## src/rtl/scir_consts.vh

```
// Functional notes
// [RULE_01] Register 7 writes hit extended reg when selected
// [RULE_02] Extended read swaps five read slots
// [RULE_03] Extended features persist until disabled or reset
// [RULE_04] Host writes zero to extended reserved bit
// [RULE_05] Complete-CRC bit delivers whole second CRC byte
// [RULE_06] Request pin deactivation: immediate or four clocks
// [RULE_07] Force line high drops transmit buffer writes
// [RULE_08] Auto RTS deasserts after closing flag
// [RULE_09] Auto END_OF_MESSAGE clears latch and presets CRC
// [RULE_10] Auto opening flag before frame data
// [RULE_11] One master interrupt register, both channels
// [RULE_12] Reset field decodes none, B, A, full
// [RULE_13] Reset disables channel, clears latches, modem high
// [RULE_14] Host waits four clocks after reset command
// [RULE_15] Vector read with soft ack acknowledges
// [RULE_16] Status position selects vector code bits
// [RULE_17] Master enable gates requests and chain output
// [RULE_18] Lower chain disable forces chain output low
// [RULE_19] No-vector bit keeps bus released
// [RULE_20] Vector includes status unless no-vector
// [RULE_21] CRC preset ones or zeros, ignored async
// [RULE_22] Encoding select, hardware reset gives NRZ
//
// Purpose: Constants of the serial control register bank
// Assumes: Register number in address bits 3..0, channel in bit 4
// Notes  : Definitions only
`ifndef SCIR_CONSTS_VH
`define SCIR_CONSTS_VH

// ----------------------------------------------------------------
// Register numbers
// ----------------------------------------------------------------
`define SCIR_AD_STAT0     4'h0
`define SCIR_AD_STAT1     4'h1
`define SCIR_AD_VEC       4'h2
`define SCIR_AD_RXP_PEND  4'h3
`define SCIR_AD_MODE      4'h4
`define SCIR_AD_TXP       4'h5
`define SCIR_AD_SYNC      4'h7
`define SCIR_AD_TXBUF     4'h8
`define SCIR_AD_MIC_RXPX  4'h9
`define SCIR_AD_MISC_ST10 4'ha
`define SCIR_AD_MISCX     4'hb
`define SCIR_AD_STAT13    4'hd
`define SCIR_AD_EXTF      4'he
`define SCIR_AD_SIE       4'hf

// ----------------------------------------------------------------
// Field positions
// ----------------------------------------------------------------
`define SCIR_SIE_EXTSEL   0
`define SCIR_EXTF_RDEXT   6
`define SCIR_EXTF_CRCFULL 5
`define SCIR_EXTF_FORCEHI 3
`define SCIR_EXTF_AUTORTS 2
`define SCIR_EXTF_AUTOEOM 1
`define SCIR_EXTF_AUTOFLG 0
`define SCIR_EXTF_MASK    8'h7f
`define SCIR_MIC_RST_HI   7
`define SCIR_MIC_RST_LO   6
`define SCIR_MIC_SWACK    5
`define SCIR_MIC_STATHI   4
`define SCIR_MIC_MIE      3
`define SCIR_MIC_DLC      2
`define SCIR_MIC_NV       1
`define SCIR_MIC_VIS      0
`define SCIR_MIC_KEEP     8'h1c
`define SCIR_MIC_STORE    8'h3f
`define SCIR_TXP_DTR      7
`define SCIR_TXP_TXEN     3
`define SCIR_TXP_RTS      1
`define SCIR_RXP_RXEN     0
`define SCIR_MISC_PRESET  7
`define SCIR_MISC_ENC_HI  6
`define SCIR_MISC_ENC_LO  5
`define SCIR_MISC_ABRTUND 2
`define SCIR_MODE_SDLC    2'b10
`define SCIR_MODE_SYNC    2'b00
`define SCIR_ENC_NRZI     2'b01

// ----------------------------------------------------------------
// Commands, codes, reset values, timing
// ----------------------------------------------------------------
`define SCIR_CMD_CHB      2'b01
`define SCIR_CMD_CHA      2'b10
`define SCIR_CMD_HW       2'b11
`define SCIR_CODE_NONE    3'b011
`define SCIR_REG_RST      8'h00
`define SCIR_CRC_RESIDUE  16'h1d0f
`define SCIR_DEACT_PCLK   4
`define SCIR_DEACT_CYC    3'h4

`endif

```

## src/rtl/scir_regs.v

```verilog
// Purpose: Control registers, master interrupt and daisy chain
//          logic of a two-channel serial controller
// Assumes: i_sys_clk is the peripheral clock; channel index 1 is A,
//          index 0 is B; serial engines sit outside this block
// Notes  : Vector bus, chain and request pins are active low where
//          named _n; chain input and acknowledge pins are synced
//
// Local design decisions: the register addresses and the address-and-strobe port.
`timescale 1ns/1ps
`include "scir_consts.vh"

module scir_regs (
	input  wire        i_sys_clk,
	input  wire        i_rst,
	input  wire [4:0]  i_addr,
	input  wire [7:0]  i_wdata,
	input  wire        i_wr,
	input  wire        i_rd,
	output reg  [7:0]  o_rdata,
	input  wire [15:0] i_stat0,
	input  wire [15:0] i_stat1,
	input  wire [15:0] i_stat10,
	input  wire [15:0] i_stat13,
	input  wire [7:0]  i_pend_set,
	input  wire [7:0]  i_pend_clr,
	input  wire        i_ius_clr,
	input  wire [1:0]  i_flag_end,
	input  wire [1:0]  i_tx_req,
	input  wire [1:0]  i_req_mode,
	input  wire        i_chain_enable_in,
	input  wire        i_irq_ack_cycle,
	output reg         o_int_n,
	output reg         o_chain_enable_out,
	output reg  [7:0]  o_vec_data,
	output reg         o_vec_oe_n,
	output reg  [1:0]  o_chan_rst,
	output reg  [7:0]  o_wr_data,
	output reg  [1:0]  o_txbuf_wr,
	output reg  [1:0]  o_sync_wr,
	output reg  [1:0]  o_txd_force_hi,
	output reg  [1:0]  o_rts_n,
	output reg  [1:0]  o_dtr_req_n,
	output reg  [1:0]  o_rx_crc_full,
	output reg  [1:0]  o_auto_eom,
	output reg  [1:0]  o_auto_flag,
	output reg  [1:0]  o_crc_preset_ones,
	output reg  [1:0]  o_crc_sdlc,
	output reg  [3:0]  o_encoding,
	output reg  [1:0]  o_rx_en,
	output reg  [1:0]  o_tx_en
);

// ----------------------------------------------------------------
// Functions
// ----------------------------------------------------------------
// Highest set bit, valid flag on top
function [3:0] f_top;
	input [7:0] v;
	integer     k;
	begin
		f_top = 4'h0;
		for (k = 0; k < 8; k = k + 1) begin
			if (v[k]) begin
				f_top = {1'b1, k[2:0]};
			end
		end
	end
endfunction

// Insert the source code at the high or low vector position
function [7:0] f_vec;
	input [7:0] base;
	input [2:0] code;
	input       hi;
	begin
		if (hi) begin
			f_vec = {base[7], code, base[3:0]};
		end else begin
			f_vec = {base[7:4], code, base[0]};
		end
	end
endfunction

// Byte of a channel pair, A in the high byte
function [7:0] f_byte;
	input [15:0] v;
	input        ch;
	begin
		f_byte = ch ? v[15:8] : v[7:0];
	end
endfunction

// Write to a given register of a given channel
function f_wr;
	input [4:0] a;
	input       wr;
	input       ch;
	input [3:0] r;
	begin
		f_wr = wr & (a[4] == ch) & (a[3:0] == r);
	end
endfunction

// ----------------------------------------------------------------
// Storage
// ----------------------------------------------------------------
reg [7:0] rxp  [0:1];
reg [7:0] mode [0:1];
reg [7:0] txp  [0:1];
reg [7:0] extf [0:1];
reg [7:0] misc [0:1];
reg [7:0] sie  [0:1];
reg [7:0] vec_base;
reg [7:0] mic;
reg [7:0] pend;
reg [7:0] in_service_latch;
reg [1:0] rts_hold;
reg [1:0] req_blk;
reg [2:0] req_cnt  [0:1];
reg       iei_m;
reg       iei_s;
reg       ack_m;
reg       ack_s;
reg       ack_d;
reg       vec_drv;

reg [1:0] rst_ch;
reg       hw_soft;
reg [7:0] clr_mask;
reg [7:0] elig;
reg [3:0] top_ius;
reg [3:0] top_elig;
reg [2:0] code;
reg       int_req;
reg       ack_now;
reg       hw_ack;
reg [7:0] next_ius_set;
reg [7:0] next_rdata;
reg [1:0] sdlc;
reg [1:0] async_mode;
reg [1:0] auto_rts;
reg [1:0] tx_drop;
integer   c;

// ----------------------------------------------------------------
// Decode of commands, priorities and mode qualifiers
// ----------------------------------------------------------------
// One master register answers at slot 9 of either channel
always @* begin
	rst_ch  = 2'b00;
	hw_soft = 1'b0;
	if (i_wr && i_addr[3:0] == `SCIR_AD_MIC_RXPX) begin // RULE_11
		case (i_wdata[`SCIR_MIC_RST_HI:`SCIR_MIC_RST_LO]) // RULE_12
		`SCIR_CMD_CHB: rst_ch = 2'b01;
		`SCIR_CMD_CHA: rst_ch = 2'b10;
		`SCIR_CMD_HW: begin
			rst_ch  = 2'b11;
			hw_soft = 1'b1;
		end
		default: rst_ch = 2'b00;
		endcase
	end
	clr_mask = {{4{rst_ch[1]}}, {4{rst_ch[0]}}}; // RULE_13
	top_ius  = f_top(in_service_latch);
	for (c = 0; c < 8; c = c + 1) begin
		elig[c] = pend[c] & (~top_ius[3] | (c > top_ius[2:0]));
	end
	top_elig = f_top(elig);
	code     = top_elig[3] ? top_elig[2:0] : `SCIR_CODE_NONE;
	// No request without master enable, so no new in-service
	int_req  = mic[`SCIR_MIC_MIE] & iei_s & top_elig[3]; // RULE_17
	hw_ack   = ack_s & ~ack_d & int_req;
	ack_now  = hw_ack | (i_rd & (i_addr[3:0] == `SCIR_AD_VEC) &
		mic[`SCIR_MIC_SWACK] & int_req); // RULE_15
	next_ius_set = ack_now ? (8'h01 << top_elig[2:0]) : 8'h00;
	for (c = 0; c < 2; c = c + 1) begin
		sdlc[c] = (mode[c][5:4] == `SCIR_MODE_SDLC) &&
			(mode[c][3:2] == `SCIR_MODE_SYNC);
		async_mode[c] = (mode[c][3:2] != `SCIR_MODE_SYNC);
		auto_rts[c] = sdlc[c] & ~misc[c][`SCIR_MISC_ABRTUND] &
			extf[c][`SCIR_EXTF_AUTORTS]; // RULE_08
		tx_drop[c] = extf[c][`SCIR_EXTF_FORCEHI] & sdlc[c] &
			(misc[c][`SCIR_MISC_ENC_HI:`SCIR_MISC_ENC_LO] ==
			`SCIR_ENC_NRZI); // RULE_07
	end
end

// ----------------------------------------------------------------
// Read multiplexer
// ----------------------------------------------------------------
// Extended read swaps five slots to the written values
always @* begin
	next_rdata = `SCIR_REG_RST;
	case (i_addr[3:0])
	`SCIR_AD_STAT0: next_rdata = f_byte(i_stat0, i_addr[4]);
	`SCIR_AD_STAT1: next_rdata = f_byte(i_stat1, i_addr[4]);
	`SCIR_AD_VEC: begin
		// Channel A reads the raw vector, B the modified one
		if (i_addr[4]) begin
			next_rdata = vec_base;
		end else begin
			next_rdata = f_vec(vec_base, code,
				mic[`SCIR_MIC_STATHI]); // RULE_16
		end
	end
	`SCIR_AD_RXP_PEND: next_rdata = i_addr[4] ? pend : `SCIR_REG_RST;
	`SCIR_AD_MODE: begin
		next_rdata = extf[i_addr[4]][`SCIR_EXTF_RDEXT] ?
			mode[i_addr[4]] : f_byte(i_stat0, i_addr[4]); // RULE_02
	end
	`SCIR_AD_TXP: begin
		next_rdata = extf[i_addr[4]][`SCIR_EXTF_RDEXT] ?
			txp[i_addr[4]] : f_byte(i_stat1, i_addr[4]); // RULE_02
	end
	`SCIR_AD_MIC_RXPX: begin
		next_rdata = extf[i_addr[4]][`SCIR_EXTF_RDEXT] ?
			rxp[i_addr[4]] : f_byte(i_stat13, i_addr[4]); // RULE_02
	end
	`SCIR_AD_MISC_ST10: next_rdata = f_byte(i_stat10, i_addr[4]);
	`SCIR_AD_MISCX: begin
		next_rdata = extf[i_addr[4]][`SCIR_EXTF_RDEXT] ?
			misc[i_addr[4]] : sie[i_addr[4]]; // RULE_02
	end
	`SCIR_AD_STAT13: next_rdata = f_byte(i_stat13, i_addr[4]);
	`SCIR_AD_EXTF: begin
		next_rdata = extf[i_addr[4]][`SCIR_EXTF_RDEXT] ?
			extf[i_addr[4]] : f_byte(i_stat10, i_addr[4]); // RULE_02
	end
	`SCIR_AD_SIE: next_rdata = sie[i_addr[4]];
	default: next_rdata = `SCIR_REG_RST;
	endcase
end

// ----------------------------------------------------------------
// Interrupt latches, master register, daisy chain, vector bus
// ----------------------------------------------------------------
// Pin inputs pass two flops before the acknowledge edge detector
always @(posedge i_sys_clk) begin
	if (i_rst) begin
		iei_m              <= 1'b0;
		iei_s              <= 1'b0;
		ack_m              <= 1'b0;
		ack_s              <= 1'b0;
		ack_d              <= 1'b0;
		mic                <= `SCIR_REG_RST;
		vec_base           <= `SCIR_REG_RST;
		pend               <= 8'h00;
		in_service_latch                <= 8'h00;
		vec_drv            <= 1'b0;
		o_vec_data         <= 8'h00;
		o_vec_oe_n         <= 1'b1;
		o_int_n            <= 1'b1;
		o_chain_enable_out <= 1'b0;
		o_rdata            <= 8'h00;
	end else begin
		iei_m <= i_chain_enable_in;
		iei_s <= iei_m;
		ack_m <= i_irq_ack_cycle;
		ack_s <= ack_m;
		ack_d <= ack_s;
		// Control bits change only on writes; full reset keeps
		// enable, status position and chain disable as written
		if (hw_soft) begin
			mic <= i_wdata & `SCIR_MIC_KEEP; // RULE_12
		end else if (i_wr && i_addr[3:0] == `SCIR_AD_MIC_RXPX) begin
			mic <= i_wdata & `SCIR_MIC_STORE; // RULE_11
		end
		if (hw_soft) begin
			vec_base <= `SCIR_REG_RST;
		end else if (i_wr && i_addr[3:0] == `SCIR_AD_VEC) begin
			vec_base <= i_wdata;
		end
		// Set beats clear; a channel reset beats both
		pend <= ((pend & ~i_pend_clr) | i_pend_set) & ~clr_mask;
		in_service_latch  <= (in_service_latch & ~((i_ius_clr && top_ius[3]) ?
			(8'h01 << top_ius[2:0]) : 8'h00) | next_ius_set) &
			~clr_mask; // RULE_13
		// Vector stays on the bus while the acknowledge lasts
		vec_drv <= ack_s & (vec_drv | hw_ack);
		if (hw_ack) begin
			o_vec_data <= (mic[`SCIR_MIC_VIS] && !mic[`SCIR_MIC_NV]) ?
				f_vec(vec_base, code, mic[`SCIR_MIC_STATHI]) :
				vec_base; // RULE_20
		end
		o_vec_oe_n <= ~(ack_s & (vec_drv | hw_ack) &
			~mic[`SCIR_MIC_NV]); // RULE_19
		o_int_n <= ~int_req | ack_now; // RULE_15
		o_chain_enable_out <= iei_s & ~mic[`SCIR_MIC_DLC] & // RULE_18
			~(|in_service_latch) & ~(mic[`SCIR_MIC_MIE] & (|pend)) &
			~ack_now; // RULE_17
		o_rdata <= i_rd ? next_rdata : 8'h00;
	end
end

// ----------------------------------------------------------------
// Per-channel registers and pins
// ----------------------------------------------------------------
// Resets clear the channel; the extended bits go with them too
always @(posedge i_sys_clk) begin
	if (i_rst) begin
		for (c = 0; c < 2; c = c + 1) begin
			rxp[c]     <= `SCIR_REG_RST;
			mode[c]    <= `SCIR_REG_RST;
			txp[c]     <= `SCIR_REG_RST;
			extf[c]    <= `SCIR_REG_RST;
			misc[c]    <= `SCIR_REG_RST;
			sie[c]     <= `SCIR_REG_RST;
			req_cnt[c] <= 3'h0;
		end
		rts_hold          <= 2'b00;
		req_blk           <= 2'b00;
		o_chan_rst        <= 2'b00;
		o_wr_data         <= 8'h00;
		o_txbuf_wr        <= 2'b00;
		o_sync_wr         <= 2'b00;
		o_txd_force_hi    <= 2'b00;
		o_rts_n           <= 2'b11;
		o_dtr_req_n       <= 2'b11;
		o_rx_crc_full     <= 2'b00;
		o_auto_eom        <= 2'b00;
		o_auto_flag       <= 2'b00;
		o_crc_preset_ones <= 2'b00;
		o_crc_sdlc        <= 2'b00;
		o_encoding        <= 4'h0;
		o_rx_en           <= 2'b00;
		o_tx_en           <= 2'b00;
	end else begin
		o_chan_rst <= rst_ch; // RULE_13
		o_wr_data  <= i_wdata;
		for (c = 0; c < 2; c = c + 1) begin
			o_txbuf_wr[c] <= f_wr(i_addr, i_wr, c[0], `SCIR_AD_TXBUF) &
				~tx_drop[c]; // RULE_07
			o_sync_wr[c] <= f_wr(i_addr, i_wr, c[0], `SCIR_AD_SYNC) &
				~sie[c][`SCIR_SIE_EXTSEL];
			if (rst_ch[c]) begin
				// Receiver, transmitter, modem lines and presets off
				rxp[c][`SCIR_RXP_RXEN]     <= 1'b0; // RULE_13
				txp[c]                     <= `SCIR_REG_RST;
				extf[c]                    <= `SCIR_REG_RST; // RULE_03
				misc[c][`SCIR_MISC_PRESET] <= 1'b0;
				rts_hold[c]                <= 1'b0;
				req_blk[c]                 <= 1'b0;
				req_cnt[c]                 <= 3'h0;
				if (hw_soft) begin
					mode[c] <= `SCIR_REG_RST;
					misc[c] <= `SCIR_REG_RST; // RULE_22
					sie[c]  <= `SCIR_REG_RST;
				end
			end else begin
				if (f_wr(i_addr, i_wr, c[0], `SCIR_AD_RXP_PEND)) begin
					rxp[c] <= i_wdata;
				end
				if (f_wr(i_addr, i_wr, c[0], `SCIR_AD_MODE)) begin
					mode[c] <= i_wdata;
				end
				if (f_wr(i_addr, i_wr, c[0], `SCIR_AD_TXP)) begin
					txp[c] <= i_wdata;
				end
				// Register 7 lands in the extended bits while selected
				if (f_wr(i_addr, i_wr, c[0], `SCIR_AD_SYNC) &&
					sie[c][`SCIR_SIE_EXTSEL]) begin // RULE_01
					extf[c] <= i_wdata & `SCIR_EXTF_MASK; // RULE_04
				end
				if (f_wr(i_addr, i_wr, c[0], `SCIR_AD_MISC_ST10)) begin
					misc[c] <= i_wdata;
				end
				if (f_wr(i_addr, i_wr, c[0], `SCIR_AD_SIE)) begin
					sie[c] <= i_wdata;
				end
				// With auto RTS on, pin stays asserted until the closing flag ends
				if (txp[c][`SCIR_TXP_RTS]) begin
					rts_hold[c] <= 1'b1;
				end else if (!auto_rts[c] || i_flag_end[c]) begin
					rts_hold[c] <= 1'b0; // RULE_08
				end
				// Request drops on a buffer write, fast or delayed
				if (!i_tx_req[c]) begin
					req_blk[c] <= 1'b0;
					req_cnt[c] <= 3'h0;
				end else if (f_wr(i_addr, i_wr, c[0], `SCIR_AD_TXBUF)) begin
					if (extf[c][`SCIR_EXTF_CRCFULL]) begin
						req_blk[c] <= 1'b1; // RULE_06
					end else begin
						req_cnt[c] <= `SCIR_DEACT_CYC; // RULE_06
					end
				end else if (req_cnt[c] != 3'h0) begin
					req_cnt[c] <= req_cnt[c] - 3'h1;
					if (req_cnt[c] == 3'h1) begin
						req_blk[c] <= 1'b1;
					end
				end
			end
			o_rts_n[c] <= ~(txp[c][`SCIR_TXP_RTS] | rts_hold[c]);
			o_dtr_req_n[c] <= i_req_mode[c] ?
				~(i_tx_req[c] & ~req_blk[c]) : ~txp[c][`SCIR_TXP_DTR];
			o_txd_force_hi[c] <= tx_drop[c]; // RULE_07
			o_rx_crc_full[c] <= extf[c][`SCIR_EXTF_CRCFULL]; // RULE_05
			o_auto_eom[c] <= extf[c][`SCIR_EXTF_AUTOEOM]; // RULE_09
			o_auto_flag[c] <= extf[c][`SCIR_EXTF_AUTOFLG]; // RULE_10
			// Preset has no meaning to the asynchronous engine
			o_crc_preset_ones[c] <= misc[c][`SCIR_MISC_PRESET] &
				~async_mode[c]; // RULE_21
			o_crc_sdlc[c] <= sdlc[c]; // RULE_21
			o_rx_en[c] <= rxp[c][`SCIR_RXP_RXEN];
			o_tx_en[c] <= txp[c][`SCIR_TXP_TXEN];
		end
		o_encoding <= {misc[1][`SCIR_MISC_ENC_HI:`SCIR_MISC_ENC_LO],
			misc[0][`SCIR_MISC_ENC_HI:`SCIR_MISC_ENC_LO]}; // RULE_22
	end
end

endmodule // scir_regs

```

## config.mk

```make
export PLATFORM = sky130hd
export DESIGN_NAME = scir_regs
export DESIGN_NICKNAME = d
export VERILOG_FILES = /design/src/rtl/scir_regs.v
export VERILOG_INCLUDE_DIRS = /design/src /design/src/rtl
export SDC_FILE = /design/constraint.sdc
export NUM_CORES = 1
export LEC_CHECK = 0
export ABC_CLOCK_PERIOD_IN_PS = 2050
export BUFFER_PORTS_ARGS = -buffer_cell sky130_fd_sc_hd__buf_2
export CAP_MARGIN = 5
export CORE_MARGIN = 10
export CORE_UTILIZATION = 39
export CTS_CLUSTER_SIZE = 12
export DETAILED_ROUTE_END_ITERATION = 8
export PLACE_DENSITY = 0.59
export SLEW_MARGIN = 20
export SYNTH_ARGS = -nofsm -noshare
export SYNTH_HDL_FRONTEND = slang
export SYNTH_SLANG_ARGS = --single-unit
export TNS_END_PERCENT = 1
```

## constraint.sdc

```tcl
create_clock -name i_sys_clk -period 2.05 [get_ports i_sys_clk]
set_clock_uncertainty 0.15 [all_clocks]
set_input_delay 0.1025 -clock i_sys_clk [delete_from_list [all_inputs] [get_ports i_sys_clk]]
set_output_delay 0.1025 -clock i_sys_clk [all_outputs]
set_load 0.01 [all_outputs]
```

=== Yosys cells after proc, flatten, opt, wreduce, memory -nomap -nowiden ===
Memory sizes are Yosys's and may differ from the RTL's. A register that Yosys moved wholly into a read port is not among the register bits.
Cells that the tools add are included.

* Input bits: 106
* Word-level logic and storage cells: 445
* Memories: 7
* Output and inout port bits: 57
* Register bits after elaboration: 95
* Bits in writable memories: 100

* Bitwise operators: 144
* Equality and inequality tests: 24
* Magnitude comparators: 7
* Shift-type cells: 2
* Muxes and demuxes: 188
* Reduce and logical (&&, ||, !) cells: 37
* Add/sub/neg operators: 2

{| class="wikitable"
|+ Memories
! memory !! depth !! width !! rd ports !! clocked after memory_dff !! write ports !! line !! source
|-
| misc || 2 || 8 || 3 || 0 || 2 || scir_regs.v:111 || <nowiki>reg [7:0] misc [0:1];</nowiki>
|-
| mode || 2 || 8 || 3 || 0 || 2 || scir_regs.v:108 || <nowiki>reg [7:0] mode [0:1];</nowiki>
|-
| rxp || 2 || 8 || 3 || 2 || 2 || scir_regs.v:107 || <nowiki>reg [7:0] rxp [0:1];</nowiki>
|-
| sie || 2 || 8 || 3 || 0 || 2 || scir_regs.v:112 || <nowiki>reg [7:0] sie [0:1];</nowiki>
|-
| txp || 2 || 8 || 3 || 0 || 2 || scir_regs.v:109 || <nowiki>reg [7:0] txp [0:1];</nowiki>
|-
| extf || 2 || 7 || 3 || 0 || 2 || scir_regs.v:110 || <nowiki>reg [7:0] extf [0:1];</nowiki>
|-
| +1 memories || n/a || n/a || n/a || n/a || n/a || n/a ||
|}

{| class="wikitable"
|+ Operator list
! cell !! count
|-
| $mux 8 || 24
|-
| $mux 1 || 121
|-
| $pmux 8 s12 || 1
|-
| $mux 7 || 13
|-
| $mux 4 || 16
|-
| $and 1x1->1 || 54
|-
| $or 1x1->1 || 52
|-
| $and 8x8->8 || 4
|-
| $not 1->1 || 29
|-
| $eq 4x4->1 const B || 7
|-
| $mux 3 || 9
|-
| $not 8->8 || 3
|-
| $reduce_bool 2->1 || 9
|-
| $or 8x8->8 || 2
|-
| $reduce_or 8->1 || 2
|-
| $shl 1x3->8 const A || 2
|-
| $eq 4x3->1 const B || 3
|-
| $gt 3x3->1 const A || 4
|-
| $mux 5 || 2
|-
| $eq 2x2->1 const B || 4
|-
| $eq 4x2->1 const B || 2
|-
| $logic_and 1x1->1 || 8
|-
| $reduce_or 2->1 || 4
|-
| $eq 2x1->1 const B || 3
|-
| 16 further kinds || 26
|}

=== Depth between registers and ports, before layout ===
* Word-level depth: 24
* Gate-level depth with buffers: 9

=== Worst setup path before layout ===
Ideal clock, no wire load.

* Kind: input to register
* From: input port i_addr[0]
* To: memory txp[0][0], enable pin
* Arrival: 1.638 ns
* Data required time: 1.516 ns
* Path slack: -0.122 ns
* Path buffers: 1
* Stages: 5
* Path through: nor2b_1 > and2_1 > a211o_1 > clkbuf_1 > o21ai_0

{| class="wikitable"
|+ RTL lines
! element !! line !! source
|-
| from (decl) || scir_regs.v:15 || <nowiki>input wire [4:0] i_addr,</nowiki>
|-
| to (decl) || scir_regs.v:109 ||
|}

=== Worst setup path in the final report ===
* From: register in_service_latch[7]
* To: register o_vec_data[1]

* Word-level cells in the longest chain between the ends: 14

{| class="wikitable"
|+ Ends and longest elaborated chain
! element !! line !! source
|-
| from (decl) || scir_regs.v:116 || <nowiki>reg [7:0] in_service_latch;</nowiki>
|-
| from (signal assigned) || scir_regs.v:275 || <nowiki>in_service_latch <= (in_service_latch & ~((i_ius_clr && top_ius[3]) ?</nowiki>
|-
| $mux 4 (*) || scir_regs.v:63 || <nowiki>if (v[k]) begin</nowiki>
|-
| $gt 1x3->1 or $not 1->1 (tied branches) || scir_regs.v:166 || <nowiki>elig[c] = pend[c] & (~top_ius[3] | (c > top_ius[2:0]));</nowiki>
|-
| $or 1x1->1 or $and 1x1->1 (tied branches) || scir_regs.v:166 ||
|-
| $and 1x1->1 or $mux 4 (tied branches) || scir_regs.v:166, scir_regs.v:63 ||
|-
| $mux 4 (6 in series) || scir_regs.v:63 ||
|-
| $mux 4 (*) || scir_regs.v:63 ||
|-
| $mux 3 (no line) || n/a ||
|-
| $mux 7 || scir_regs.v:76 || <nowiki>if (hi) begin</nowiki>
|-
| $mux 7 || scir_regs.v:281 || <nowiki>o_vec_data <= (mic[`SCIR_MIC_VIS] && !mic[`SCIR_MIC_NV]) ?</nowiki>
|-
| to (signal assigned) || scir_regs.v:281 ||
|-
| to (decl) || scir_regs.v:34 || <nowiki>output reg [7:0] o_vec_data,</nowiki>
|}

Mark *: on every way between the ends. The rest lies on a longest branch, timed or not.
A chain may end at the register's enable or synchronous reset.

==> flow_summary.yaml <==
worst_setup_path:
  timing.critical_path.to_type: "flip-flop"
  critical_path_buf_inv_count: 1
  worst_path_arrival_time_ns: 2.29
  timing.critical_path.required_ns: 2.28
  worstRegToRegCells: 7
  path_cells: "nor4_4, nand4b_1, o21ai_4, o311ai_4, buf_12, a211o_1, a21oi_1"
  critical_path.reg2reg.endpoint: "o_vec_data[1]$_SDFFE_PP0P_"
  cpPeakStageDelay_ns: 0.38
  worst_path_max_delay_cell: "dfxtp_4"
  reg2reg_slack_ns: -0.01
  path_depth: 7
  worst_setup_path_start_kind: "flip-flop"
  r2r_start: "in_service_latch[7]$_SDFF_PP0_"
  crit_fanout: 14
  worst_path_dominant_cell_family: "compound AO/OA/AOI/OAI gates"
  timing.setup.critical_path_class: "flip-flop to flip-flop"
sta:
  rsz0062_at_grt: "true"
  final-hold-violation-count: 0
  relative_slew_slack: 0.6011
  tightestPinTransition_ns: 0.5961
  final_min_period_over_clock_period: 1.006
  worst_slack_ns: -0.01151
  final_max_slew_viol_count: 0
  clock.fmax_ghz: 0.4851
  finalSetupViolCount: 2
  finalCriticalPeriod_ns: 2.062
  setup-tns-final_ns: -0.01545
yosys:
  synthSimpleGateAreaFrac: 0.2124
  synth_top_family_by_area: "simple AND/OR/NAND/NOR gates"
  synth_mux_area_frac: 0.08954
  synthTopCellsByArea: "edfxtp_1 32%, dfxtp_1 20%, mux2i_1 8.1%, and2_1 5.8%, nor2_1 2.7%"
  synth-warning-count: 0
  syn-instance-count: 918
  synth_top_area_cell: "edfxtp_1"
  synth-seq-area-share: 0.5212
  dominantRegCellSynth: "edfxtp_1"
  syn_area_per_cell_um2: 10.34
  synth-edff-count: 100
  synth.cell_area_um2: 9488
  synth_top_area_frac: 0.3165
  post_synth_num_cell_types: 70
  postSynth.asyncResetShare: 0
  postSynthRegisterBits: 197
  synth_xor_xnor_area_share: 0
  synth-compound-area-share: 0.1354
  synth.net_count: 1030
  adder_cell_share_of_the_synthesized_area: 0.007912
global_route:
  grt_pass1_vias: 8520
  maximum_number_of_pins_on_one_net_before_global_route_repair: 23
  grt_first_pass_wirelength_um: 50670
  grt_usage: 0.2143
  grt_overflow_total: 0
  antenna_found_initial: 1
clocking:
  clock_tree_from_tritoncts: "done"
  cts_buffer_depth: 2
  numClockSinks: 197
  numCtsBuffers: 17
  worst_setup_hold_path_clk_slew_ns: 0.08
  cts_htree_levels: 4
  cts_root_buf: "clkbuf_16"
  clk-insertion-delay-late_ns: 0.44
floorplanning:
  floorplan.die.height_um: 176.0
  placement_rows: 57
  dieArea_um2: 30970
  design.core.area_um2: 24110
  top_level_ports: 163
  floorplan.initialDensity: 0.3936
  die_width_um: 176.0
power:
  leakage_uw: 0.005260
  peakVddDrop_v: 0.0004918
  power_density_nw_per_um2: 743.7
layout:
  areaGrowthSynthToFinish_pct: 33.31
  final_cell_count_without_fillers: 1554
  layout.cell_area.non_filler_um2: 12650
  fraction_of_final_layout_cells_with_drive_strength_greater_than_1: 0.2967
  filler_cell_count: 2227
  regArea_um2: 4957
  finish.net_count: 1329
  diodes_inserted: 0
  multi_input_comb_area_um2: 4267
min_path:
  timing.hold.worst.start: "i_addr[1]"
  min_path_type: "input port to flip-flop"
  hold_path_depth: 4
  hold-path-endpoint: "o_sync_wr[0]$_SDFF_PP0_"
detailed_routing:
  drt_pre_antenna_iters: 5
  via_density: 5.442
  wl_um: 34160
  detailedRoute.firstIterationViolations: 804
  vias: 8457
  drc_errors: 0
  ant_nets: 0
  post_drt_wl_per_cell_um: 21.98
placement:
  dpl.hpwl_um: 25730
  preCtsSetupSlack_ns: -0.2416
  placed_cell_area_um2: 11500
  io_buffer_count: 162
  routabilityCongestion: 0.8944
  placedCellCount: 1479
status:
  run_status: "complete, but fails checks"
  failed_checks: "negative setup slack"
run:
  maxCapViolCount: 0
-- flip-flops by register name, summed over array words and instances (netlist names), 4 cells and up --
name and cells:
extf 14, in_service_latch 8, mic 6, misc 16
mode 16, o_encoding 4, o_rdata 8, o_vec_data 8
o_wr_data 8, pend 8, req_cnt 6, rxp 16
sie 16, txp 16, vec_base 8
-- cell type report --
cell class | instances | share of cell area
clock buffer | 18 | 0.03561
clock inverter | 14 | 0.01622
inverter | 21 | 0.006232
multi-input combinational | 644 | 0.3373
sequential | 197 | 0.3919
tap | 324 | 0.03205
timing repair buffer | 336 | 0.1806
-- cell usage after synthesis, types with 3 or more instances --
cell type	number
a31oi_1	8
ha_1	6
nor4b_1	4
o211ai_1	5
nor4_1	11
nand2_1	63
o221ai_1	5
nand3b_1	8
inv_1	20
dfxtp_1	97
clkbuf_1	37
nand2b_1	10
a32oi_1	4
a211oi_1	15
nand4b_1	6
nand4_1	3
a21oi_1	43
a211o_1	5
o22ai_1	39
o21bai_1	3
nor3b_1	3
nand3_1	20
mux2i_1	77
or3_1	3
buf_1	5
o31ai_1	5
nor2_1	67
and3_1	5
and2_1	88
buf_2	11
nor2b_1	40
a21o_1	5
mux2_2	7
o21ai_0	26
nor3_1	20
edfxtp_1	100
-- placed cells by master (no fill, tap or decap), types with 4 or more instances in the layout --
cell type      synthesis  routed
inv_8                  0       4
dlygate4sd3_1          0      41
o21ai_0               26      24
clkbuf_16              0      18
nor3_1                20      19
a21o_1                 5       5
nor4b_1                4       4
and3_1                 5       5
nor2_2                 0       6
nand2_1               63      62
nand3b_1               8       8
a21oi_1               43      41
nand2b_1              10      10
o22ai_1               39      39
edfxtp_1             100     100
a31oi_1                8       8
ha_1                   6       6
nor2_1                67      61
mux2_2                 7       7
inv_1                 20      20
o221ai_1               5       5
nor2b_1               40      40
and2_1                88      88
buf_2                 11     161
dfxtp_1               97      93
buf_4                  2     129
buf_12                 0       5
o31ai_1                5       5
nand3_1               20      20
a211oi_1              15      13
o211ai_1               5       5
nand4b_1               6       6
a211o_1                5       5
nor4_1                11      11
mux2i_1               77      77
clkinv_8               0       4
a32oi_1                4       4
-- worst register-to-register path: cells and delay by family (launching register included) --
family | cells | cell delay, ns
buffers and inverters | 1 | 0.18
flip-flops | 1 | 0.38
AND/OR/NAND/NOR | 2 | 0.56
AO/OA/AOI/OAI | 4 | 0.75
-- per-stage QoR --
step                utilization  power [µW]  hold slack [ns]
finish                   0.5247        9407          0.03410
floorplan                     -        5131          0.03160
global route             0.5247        9725          0.05033
detailed placement       0.4771        5751           0.1663
global placement         0.4771        5739           0.1646
CTS                      0.5226        9462          0.02239
-- kinds of logic (layout without fill, tap and decap cells) --
family | Yosys count | count (layout)
flip-flops | 197 | 197
AO/OA/AOI/OAI | 187 | 187
adder cells (fa/ha/maj) | 6 | 6
buffers and inverters | 77 | 389
multiplexers | 84 | 84
AND/OR/NAND/NOR | 367 | 367
-- per-layer routing --
| metal | track usage | part of all wire | up-vias |
|---|---|---|---|
| met2 | 0.3709 | 0.49 | 377 |
| met4 | 0.09537 | 0.045 | 0 |
| met1 | 0.2532 | 0.40 | 4054 |
| met3 | 0.04186 | 0.065 | 83 |
| li1 | - | - | 3943 |
| met5 | 0 | 0 | - |
-- power by group --
part | internal, µW | switching, µW | total, µW
Combinational | 577 | 725 | 1300
Clock | 1960 | 1700 | 3660
Sequential | 4340 | 107 | 4450
Total | 6880 | 2530 | 9410
-- how the worst max path moves through the flow --
| stage | to | slack [ns] | start |
|---|---|---|---|
| 6_report | o_vec_data[1]$_SDFFE_PP0P_ | -0.01 | in_service_latch[7]$_SDFF_PP0_ |
| 5_1_grt | o_vec_data[1]$_SDFFE_PP0P_ | -0.12 | in_service_latch[7]$_SDFF_PP0_ |
| 4_1_cts | o_vec_data[1]$_SDFFE_PP0P_ | -0.005 | in_service_latch[5]$_SDFF_PP0_ |
| 3_5_place_dp | o_vec_data[7]$_SDFFE_PP0P_ | -0.24 | in_service_latch[5]$_SDFF_PP0_ |
| 3_3_place_gp | o_vec_data[6]$_SDFFE_PP0P_ | -0.18 | in_service_latch[5]$_SDFF_PP0_ |
| 2_1_floorplan | sie[0][0]$_SDFFCE_PN0P_ | -0.1 | i_addr[0] |
-- repair_timing --
action | CTS | global route
hold buffers | 41 | 0
resized for setup | 5 | 17
setup endpoints to repair | 14 | 111
setup buffers | 1 | 1
pin swaps | 2 | 6
hold endpoints to repair | 60 | 0
No activity file was read; power rests on OpenSTA's default activity.
